File: src/lpc_defines.vh
/*
 * Constants of the power-up and command controller: timing figures in
 * their own units, cycle counts derived from them, command codes and the
 * layout of a queued command word.
 * Assumes a 250 MHz system clock; included by every design file.
 */
`ifndef LPC_DEFINES_VH
`define LPC_DEFINES_VH

// System clock period
`define LPC_CLK_PS 4000

// Power-up times as specified
`define LPC_INIT1_NS 100
`define LPC_INIT2_TCK 5
`define LPC_INIT3_US 200
`define LPC_INIT4_US 1
`define LPC_INIT5_US 10
`define LPC_BOOT_CK_MIN_NS 18
`define LPC_BOOT_CK_MAX_NS 100

// Minimum times round up, maximum times round down
`define LPC_INIT1_CYC ((`LPC_INIT1_NS * 1000 + `LPC_CLK_PS - 1) / `LPC_CLK_PS)
`define LPC_INIT3_CYC ((`LPC_INIT3_US * 1000000 + `LPC_CLK_PS - 1) / `LPC_CLK_PS)
`define LPC_INIT4_CYC ((`LPC_INIT4_US * 1000000 + `LPC_CLK_PS - 1) / `LPC_CLK_PS)
`define LPC_INIT5_CYC ((`LPC_INIT5_US * 1000000) / `LPC_CLK_PS)

// Bus widths
`define LPC_CA_W 10
`define LPC_BANK_W 3
`define LPC_ROW_W 13
`define LPC_COL_W 11
`define LPC_OP_W 3
`define LPC_WORD_W 30
`define LPC_CNT_W 17

// User opcodes
`define LPC_OP_NOP 3'h0
`define LPC_OP_READ 3'h1
`define LPC_OP_WRITE 3'h2
`define LPC_OP_PRE 3'h3
`define LPC_OP_MRW 3'h4
`define LPC_OP_MRR 3'h5

// Command codes driven on the first half of the command/address bus
`define LPC_CODE_NOP 4'h0
`define LPC_CODE_ACT 4'h1
`define LPC_CODE_READ 4'h2
`define LPC_CODE_WRITE 4'h3
`define LPC_CODE_PRE 4'h4
`define LPC_CODE_PREA 4'h5
`define LPC_CODE_MRW 4'h6
`define LPC_CODE_MRR 4'h7

// Mode register address used by the reset write
`define LPC_MA_RESET 8'h3f

// Command word fields: {op, bank, row, col}
`define LPC_F_OP 29:27
`define LPC_F_BANK 26:24
`define LPC_F_ROW 23:11
`define LPC_F_COL 10:0

`endif

File: src/lpc_fifo.v
/*
 * Small synchronous FIFO holding queued command words.
 * Assumes one clock and a synchronous active-high reset; DEPTH must be a
 * power of two and AW its log2.
 */
`include "lpc_defines.vh"

module lpc_fifo #(
    parameter WIDTH = `LPC_WORD_W,
    parameter DEPTH = 4,
    parameter AW = 2
) (
    // Clock and reset
    input wire clk,
    input wire srst,
    // Fill side
    input wire in_valid,
    output reg in_ready,
    input wire [WIDTH-1:0] in_data,
    // Drain side
    output wire out_valid,
    input wire out_ready,
    output wire [WIDTH-1:0] out_data
);
    reg [WIDTH-1:0] mem [0:DEPTH-1];
    reg [AW-1:0] wr_ptr;
    reg [AW-1:0] rd_ptr;
    reg [AW:0] count;
    wire push;
    wire pop;
    reg [AW:0] next_count;

    assign push = in_valid & in_ready;
    assign pop = out_valid & out_ready;
    assign out_valid = (count != {(AW+1){1'b0}});
    assign out_data = mem[rd_ptr];

    // Occupancy after this cycle's push and pop
    always @* begin
        next_count = count;
        if (push & ~pop) begin
            next_count = count + 1'b1;
        end else if (pop & ~push) begin
            next_count = count - 1'b1;
        end
    end

    // Ready is registered so the source sees a flop, at the cost of
    // refusing a push in the same cycle as a pop while the queue is full
    always @(posedge clk) begin
        if (srst) begin
            wr_ptr <= {AW{1'b0}};
            rd_ptr <= {AW{1'b0}};
            count <= {(AW+1){1'b0}};
            in_ready <= 1'b0;
        end else begin
            count <= next_count;
            in_ready <= (next_count != DEPTH[AW:0]);
            if (push) begin
                wr_ptr <= wr_ptr + 1'b1;
            end
            if (pop) begin
                rd_ptr <= rd_ptr + 1'b1;
            end
        end
    end

    // Storage has no reset; contents are only read while valid
    always @(posedge clk) begin
        if (push) begin
            mem[wr_ptr] <= in_data;
        end
    end
endmodule

File: src/lpc_ca_pack.v
/*
 * Packs one command into the two halves of the command/address bus, the
 * half sent on the rising clock edge and the half sent on the falling.
 * Purely combinational; the caller registers the result.
 */
`include "lpc_defines.vh"

module lpc_ca_pack (
    // Command to encode
    input wire [3:0] code,
    input wire [`LPC_BANK_W-1:0] bank,
    input wire [`LPC_ROW_W-1:0] row,
    input wire [`LPC_COL_W-1:0] col,
    // Bus halves
    output reg [`LPC_CA_W-1:0] ca_rise,
    output reg [`LPC_CA_W-1:0] ca_fall
);
    // Mode register commands carry address in col[7:0] and data in row[7:0]
    always @* begin
        ca_rise = {6'h00, code};
        ca_fall = 10'h000;
        case (code)
            `LPC_CODE_ACT: begin
                ca_rise = {row[2:0], bank, code};
                ca_fall = row[12:3];
            end
            `LPC_CODE_READ, `LPC_CODE_WRITE: begin
                ca_rise = {col[2:0], bank, code};
                ca_fall = {2'h0, col[10:3]};
            end
            `LPC_CODE_PRE, `LPC_CODE_PREA: begin
                ca_rise = {3'h0, bank, code};
            end
            `LPC_CODE_MRW, `LPC_CODE_MRR: begin
                ca_rise = {col[5:0], code};
                ca_fall = {row[7:0], col[7:6]};
            end
            default: begin
                ca_rise = {6'h00, code};
                ca_fall = 10'h000;
            end
        endcase
    end
endmodule

File: src/lpc_ctrl.v
/*
 * Host-side controller for a low-power DDR memory channel: runs the
 * power-up sequence up to the mode-register reset and auto-init wait,
 * then issues queued user commands, opening rows as needed.
 * Assumes a PHY that launches CA_RISE on the rising and CA_FALL on the
 * falling edge of the memory clock, and gates the clock with CK_EN.
 * RAMP_DONE and DAI_DONE come from outside and are synchronised here.
 */
`include "lpc_defines.vh"

module lpc_ctrl #(
    parameter INIT3_CYC = `LPC_INIT3_CYC,
    parameter BANKS = 8,
    parameter USE_PREA = 1,
    parameter CK_PERIOD_NS = 4
) (
    // Clock and reset
    input wire CLK,
    input wire SRST,
    // Board status pins
    input wire RAMP_DONE,
    input wire DAI_DONE,
    // User command stream
    input wire CMD_VALID,
    output wire CMD_READY,
    input wire [`LPC_OP_W-1:0] CMD_OP,
    input wire [`LPC_BANK_W-1:0] CMD_BANK,
    input wire [`LPC_ROW_W-1:0] CMD_ROW,
    input wire [`LPC_COL_W-1:0] CMD_COL,
    // Memory command pins
    output reg CK_EN,
    output reg CKE,
    output reg CS_N,
    output reg [`LPC_CA_W-1:0] CA_RISE,
    output reg [`LPC_CA_W-1:0] CA_FALL,
    // Status
    output reg INIT_DONE,
    output reg RELAXED
);
    localparam S_RAMP = 3'h0;
    localparam S_HOLD = 3'h1;
    localparam S_IDLE = 3'h2;
    localparam S_PREA = 3'h3;
    localparam S_RST = 3'h4;
    localparam S_DAI = 3'h5;
    localparam S_RUN = 3'h6;

    // Counts worked out as integers, then cut to the counter's width
    localparam integer HOLD_N = (`LPC_INIT1_CYC > `LPC_INIT2_TCK)
        ? `LPC_INIT1_CYC : `LPC_INIT2_TCK;
    localparam integer IDLE_N = INIT3_CYC;
    localparam integer INIT4_N = `LPC_INIT4_CYC;
    localparam integer INIT5_N = `LPC_INIT5_CYC;
    localparam [`LPC_CNT_W-1:0] HOLD_CYC = HOLD_N[`LPC_CNT_W-1:0];
    localparam [`LPC_CNT_W-1:0] IDLE_CYC = IDLE_N[`LPC_CNT_W-1:0];
    localparam [`LPC_CNT_W-1:0] INIT4_CYC = INIT4_N[`LPC_CNT_W-1:0];
    localparam [`LPC_CNT_W-1:0] INIT5_CYC = INIT5_N[`LPC_CNT_W-1:0];
    // Polling by mode register read is only legal at a slow boot clock
    localparam BOOT_MRR_OK = (CK_PERIOD_NS >= `LPC_BOOT_CK_MIN_NS) &&
        (CK_PERIOD_NS <= `LPC_BOOT_CK_MAX_NS);

    reg [2:0] state;
    reg [2:0] next_state;
    reg [`LPC_CNT_W-1:0] cnt;
    reg ramp_meta;
    reg ramp_sync;
    reg dai_meta;
    reg dai_sync;
    reg [BANKS-1:0] bank_open;
    reg [`LPC_ROW_W-1:0] open_row [0:BANKS-1];
    reg [3:0] next_code;
    reg next_cke;
    reg pop;
    reg set_open;
    reg clr_open;
    reg clr_all;
    reg [`LPC_BANK_W-1:0] next_bank;
    reg [`LPC_ROW_W-1:0] next_row;
    reg [`LPC_COL_W-1:0] next_col;
    wire q_valid;
    wire [`LPC_WORD_W-1:0] q_word;
    wire [`LPC_OP_W-1:0] q_op;
    wire [`LPC_BANK_W-1:0] q_bank;
    wire [`LPC_ROW_W-1:0] q_row;
    wire [`LPC_COL_W-1:0] q_col;
    wire [`LPC_CA_W-1:0] pk_rise;
    wire [`LPC_CA_W-1:0] pk_fall;

    // Tells whether the queued access may go to its bank right now
    function row_hit;
        input open;
        input [`LPC_ROW_W-1:0] held;
        input [`LPC_ROW_W-1:0] want;
        begin
            row_hit = open && (held == want);
        end
    endfunction

    // Four-deep queue decouples the user from power-up and row opens
    lpc_fifo #(
        .WIDTH(`LPC_WORD_W),
        .DEPTH(4),
        .AW(2)
    ) u_fifo (
        .clk(CLK),
        .srst(SRST),
        .in_valid(CMD_VALID),
        .in_ready(CMD_READY),
        .in_data({CMD_OP, CMD_BANK, CMD_ROW, CMD_COL}),
        .out_valid(q_valid),
        .out_ready(pop),
        .out_data(q_word)
    );

    assign q_op = q_word[`LPC_F_OP];
    assign q_bank = q_word[`LPC_F_BANK];
    assign q_row = q_word[`LPC_F_ROW];
    assign q_col = q_word[`LPC_F_COL];

    // Both bus halves built from one command each cycle
    lpc_ca_pack u_pack (
        .code(next_code),
        .bank(next_bank),
        .row(next_row),
        .col(next_col),
        .ca_rise(pk_rise),
        .ca_fall(pk_fall)
    );

    // Board pins are asynchronous to CLK
    always @(posedge CLK) begin
        if (SRST) begin
            ramp_meta <= 1'b0;
            ramp_sync <= 1'b0;
            dai_meta <= 1'b0;
            dai_sync <= 1'b0;
        end else begin
            ramp_meta <= RAMP_DONE;
            ramp_sync <= ramp_meta;
            dai_meta <= DAI_DONE;
            dai_sync <= dai_meta;
        end
    end

    // Sequencer decisions and the command chosen for the next cycle
    always @* begin
        next_state = state;
        next_code = `LPC_CODE_NOP;
        next_cke = CKE;
        next_bank = q_bank;
        next_row = q_row;
        next_col = q_col;
        pop = 1'b0;
        set_open = 1'b0;
        clr_open = 1'b0;
        clr_all = 1'b0;
        case (state)
            S_RAMP: begin
                next_cke = 1'b0;
                if (ramp_sync) begin
                    next_state = S_HOLD;
                end
            end
            S_HOLD: begin
                // Clock has run since reset; hold covers both minimums
                next_cke = 1'b0;
                if (cnt >= HOLD_CYC - 1'b1) begin
                    next_state = S_IDLE;
                    next_cke = 1'b1;
                end
            end
            S_IDLE: begin
                next_cke = 1'b1;
                if (cnt >= IDLE_CYC - 1'b1) begin
                    next_state = (USE_PREA != 0) ? S_PREA : S_RST;
                end
            end
            S_PREA: begin
                next_code = `LPC_CODE_PREA;
                clr_all = 1'b1;
                next_state = S_RST;
            end
            S_RST: begin
                next_code = `LPC_CODE_MRW;
                next_col = {3'h0, `LPC_MA_RESET};
                next_row = {`LPC_ROW_W{1'b0}};
                clr_all = 1'b1;
                next_state = S_DAI;
            end
            S_DAI: begin
                // Flag counts only once the post-reset idle has passed
                if ((cnt >= INIT5_CYC - 1'b1) ||
                        (dai_sync && cnt >= INIT4_CYC - 1'b1)) begin
                    next_state = S_RUN;
                end
            end
            S_RUN: begin
                if (q_valid) begin
                    case (q_op)
                        `LPC_OP_READ, `LPC_OP_WRITE: begin
                            if (!bank_open[q_bank]) begin
                                next_code = `LPC_CODE_ACT;
                                set_open = 1'b1;
                            end else if (!row_hit(bank_open[q_bank],
                                    open_row[q_bank], q_row)) begin
                                next_code = `LPC_CODE_PRE;
                                clr_open = 1'b1;
                            end else begin
                                pop = 1'b1;
                                next_code = (q_op == `LPC_OP_READ)
                                    ? `LPC_CODE_READ
                                    : `LPC_CODE_WRITE;
                            end
                        end
                        `LPC_OP_PRE: begin
                            pop = 1'b1;
                            next_code = `LPC_CODE_PRE;
                            clr_open = 1'b1;
                        end
                        `LPC_OP_MRW: begin
                            pop = 1'b1;
                            next_code = `LPC_CODE_MRW;
                        end
                        `LPC_OP_MRR: begin
                            pop = 1'b1;
                            next_code = `LPC_CODE_MRR;
                        end
                        default: begin
                            pop = 1'b1;
                        end
                    endcase
                end
            end
            default: begin
                next_state = S_RAMP;
            end
        endcase
    end

    // State, interval counter and registered pins
    always @(posedge CLK) begin
        if (SRST) begin
            state <= S_RAMP;
            cnt <= {`LPC_CNT_W{1'b0}};
            CK_EN <= 1'b0;
            CKE <= 1'b0;
            CS_N <= 1'b1;
            CA_RISE <= {`LPC_CA_W{1'b0}};
            CA_FALL <= {`LPC_CA_W{1'b0}};
            INIT_DONE <= 1'b0;
            RELAXED <= 1'b1;
        end else begin
            state <= next_state;
            // Counter restarts on every state change
            if (next_state != state) begin
                cnt <= {`LPC_CNT_W{1'b0}};
            end else if (cnt != {`LPC_CNT_W{1'b1}}) begin
                cnt <= cnt + 1'b1;
            end
            CK_EN <= 1'b1;
            CKE <= next_cke;
            // Deselect doubles as no-operation
            CS_N <= (next_code == `LPC_CODE_NOP);
            CA_RISE <= pk_rise;
            CA_FALL <= pk_fall;
            INIT_DONE <= (next_state == S_RUN);
            // Read capture uses relaxed strobe timing until running
            RELAXED <= (next_state != S_RUN);
        end
    end

    // Open-row bookkeeping; reset and precharge-all close every bank
    always @(posedge CLK) begin
        if (SRST || clr_all) begin
            bank_open <= {BANKS{1'b0}};
        end else if (set_open) begin
            bank_open[q_bank] <= 1'b1;
        end else if (clr_open) begin
            bank_open[q_bank] <= 1'b0;
        end
    end

    // Row held per open bank; only read while its open bit is set
    always @(posedge CLK) begin
        if (set_open) begin
            open_row[q_bank] <= q_row;
        end
    end

    // MODE_REG_READ_CMD during polling is not used; BOOT_MRR_OK documents the limit
    wire unused_boot = BOOT_MRR_OK;
endmodule

File: config.mk
export PLATFORM = sky130hd
export DESIGN_NAME = lpc_ctrl
export DESIGN_NICKNAME = d
export VERILOG_FILES = /design/src/lpc_fifo.v /design/src/lpc_ca_pack.v /design/src/lpc_ctrl.v
export VERILOG_INCLUDE_DIRS = /design/src /design/src/src
export SDC_FILE = /design/constraint.sdc
export NUM_CORES = 1
export LEC_CHECK = 0
export ABC_AREA = 1
export BUFFER_PORTS_ARGS = -buffer_cell sky130_fd_sc_hd__buf_2
export CORE_MARGIN = 2
export CORE_UTILIZATION = 25
export CTS_BUF_LIST = sky130_fd_sc_hd__clkbuf_8 sky130_fd_sc_hd__clkbuf_16
export CTS_CLUSTER_SIZE = 16
export DETAILED_ROUTE_END_ITERATION = 12
export PLACE_DENSITY_LB_ADDON = 0.05
export SLEW_MARGIN = 30
export SYNTH_ARGS = -nofsm -noshare
export SYNTH_HDL_FRONTEND = slang
export SYNTH_SLANG_ARGS = --single-unit
File: constraint.sdc
create_clock -name CLK -period 3.2 [get_ports CLK]
set_input_delay 0.64 -clock CLK [delete_from_list [all_inputs] [get_ports CLK]]
set_output_delay 0.64 -clock CLK [all_outputs]
set_load 0.02 [all_outputs]
==> impl_metrics.yaml <==
outcome:
  status: "finished clean"
synth:
  synth_top_area_share_pct: 53.6
  synth_area_leaders: "edfxtp_1 (54%), dfxtp_1 (11%), nand2_1 (9.6%), nand3_1 (4.1%), nor2_1 (4.0%)"
  post_synth.cell_area_avg_um2: 10.1
  synth_xor_xnor_area_share_pct: 0.698
  postSynth.asyncResetShare_pct: 0
  yosysWarnings: 0
  synth_fa_ha_area_share_pct: 1.10
  synthSimpleGateAreaFrac_pct: 22.0
  syn_area_mm2: 0.0126
  synth_edf_count: 224
  ys_types: 42
  yosysSeqAreaShare_pct: 64.1
  synth_seq_cells: 290
  synth_top_area_cell: "edfxtp_1"
  synth_common_cells: "nand2_1 (320), edfxtp_1 (224), nor2_1 (133), inv_1 (110), nand3_1 (102)"
  synth_top_family_by_area: "simple AND/OR/NAND/NOR gates"
  synth_compound_area_share_pct: 5.84
  synth_most_common_cell: "nand2_1"
  synth_ff_type: "edfxtp_1"
  synthesis.instances: 1246
  syn_nets: 1292
  synthMuxAreaShare_pct: 0
drt:
  via_count: 8973
  via_per_inst: 4.32
  avgRoutedWirePerCell_um: 18.2
  ant_nets: 0
  routed_wirelength_um: 37800
  post-route-drc-count: 0
  drt-pass1-iter-count: 4
  drtIter0Drc: 533
global_routing:
  grt_pass1_vias: 9288
  grtUsageTotal_pct: 14.6
  grt_pass1_wl_um: 57600
  antenna_found_initial: 0
  grt_start_max_net_pins: 37
  gr-total-overflow: 0
cts:
  clk_latency_ns: 0.55
  cts_tree: "built"
  clkTransAtPathRegs_ns: 0.05
  cts_made_buffers: 37
  htreeDepth: 2
  root_buffer: "clkbuf_16"
  cts_sinks: 290
  ctsLongestPathBuffers: 3
placement:
  gp_congestion: 0.760
  dpl_worst_slack_ns: 0.0755
  port-buffer-count: 59
  placed_cells: 2006
  hpwlAfterDp_um: 25300
die:
  die_area_mm2: 0.0520
  start_util_pct: 25.2
  coreArea_mm2: 0.0499
  rows: 82
  die_w_um: 228
  ioPinCount: 61
  die_height_um: 228
hold_path:
  hold_path_startpoint: "RAMP_DONE"
  hold_path.class: "in -> reg"
timing:
  setup_ws_ns: 0.247
  max_freq_mhz: 339
  slew_headroom_pct: 43.0
  timing.final.crit_share_pct: 92.3
  skew_ns: 0.0185
  setup_viol: 0
  hold_viol_final: 0
  slew_violations: 0
  period_needed_ns: 2.95
  setup-tns-final_ns: 0
  rsz0062_at_grt: "false"
  holdWs_ns: 0.292
  worst_pin_slew_ns: 0.844
power_and_ir_drop:
  ir_drop_v: 0.000266
  power_density_mw_per_mm2: 618
  power_leakage_nw: 6.00
worst_setup_path:
  critical-path-top-delay-family: "simple AND/OR/NAND/NOR gates"
  crit_type: "reg -> reg"
  cp_slowest_stage_delay_ns: 0.41
  arrival_ns: 3.20
  r2r_slack_ns: 0.25
  crit_fanout: 18
  required_ns: 3.45
  worst_setup_path_end_kind: "flip-flop"
  setup.worst_path.start_class: "flip-flop"
  crit_chain: "inv_4 -> buf_12 -> nand2_1 -> nand3_1 -> nand2_2 -> buf_4 -> a21oi_1 -> o21ai_0 -> nand3_1 -> nor2_1 -> inv_2 -> nor2_1 -> buf_4"
  cpMaxStageDelayCell: "dfxtp_4"
  path_buf_inv: 5
layout:
  fin_util_pct: 30.9
  antenna_cells: 0
  fillers: 5254
  area_growth_pct: 22.8
  nNetsFinal: 1425
  fin_cells: 2079
  layout-drive-gt1-share_pct: 17.3
job:
  drv_cap: 0
-- cell families (layout without fill, tap and decap cells) --
group | after synthesis | in the layout
buf+inv | 170 | 331
compound gates | 129 | 129
fa+ha+maj | 11 | 11
xor+xnor | 10 | 10
flops | 290 | 290
other cells | 1 | 1
simple gates | 635 | 635
-- tightest hold or removal path, delay by kind of cell --
family	cells	cell delay [ns]
buffers and inverters	2	0.11
AND/OR/NAND/NOR	1	0.06
-- what timing repair did --
item | CTS | global route
gates resized for setup | 0 | 13
buffers inserted | 0 | 3
setup endpoints to repair | 0 | 134
hold buffers | 0 | 0
hold endpoints to repair | 0 | 0
-- worst paths after layout --
path,endpoint,cells after the start
max,open_row[1][3],13
max reg2reg,open_row[1][3],13
min reg2reg,dai_sync,2
min,ramp_meta,3
-- where the power goes --
group / leakage (nW) / switching (W) / internal, W
combinational: 2.82 / 0.000760 / 0.000345
sequential: 2.56 / 0.0000480 / 0.00426
clock: 0.621 / 0.00161 / 0.00250
-- state kept, by name (all words and copies together), names as in the netlist, 2 cells and up, named ones only --
signal         flops
CA_FALL           10
CA_RISE            9
cnt               17
open_row         104
state              3
u_fifo.count       3
u_fifo.mem       120
u_fifo.rd_ptr      2
u_fifo.wr_ptr      2
-- metrics by stage --
stage | instance area (um^2) | power [W]
floorplan | 12600 | 0.00501
global placement | 14100 | 0.00551
detailed placement | 14100 | 0.00549
CTS | 15300 | 0.00968
global route | 15400 | 0.00996
finish | 15400 | 0.00953
-- placed cells by master (no fill, tap or decap), types with 11 or more instances in the layout --
cell type	synthesis	layout
nor3_1	16	16
a21oi_1	42	42
nand3_1	102	102
nor2_1	133	129
buf_2	15	59
edfxtp_1	224	224
o21ai_0	44	43
o21ai_1	13	14
ha_1	11	11
nand2_1	320	320
dfxtp_1	66	65
inv_1	110	117
clkinv_1	2	11
clkbuf_16	0	41
buf_4	9	74
-- layer usage --
layer | track usage, % | share of wire [%] | wire length (um)
met4 | 5.70 | 2.9 | 1100
met2 | 23.7 | 46 | 17400
met5 | 0 | 0 | 0
met3 | 2.34 | 3.4 | 1280
met1 | 19.6 | 48 | 18000
-- area by class of cell --
type	count	area [um^2]	share of cell area, %
flip-flops and latches	290	8050	52.2
clock buffers	42	1020	6.60
repair inverters	1	5.00	0.0325
inverters	118	455	2.95
clock inverters	25	183	1.18
repair buffers	145	1080	7.03
multi-input cells	786	3780	24.5
well taps	672	841	5.45
No activity file was read; power rests on OpenSTA's default activity.
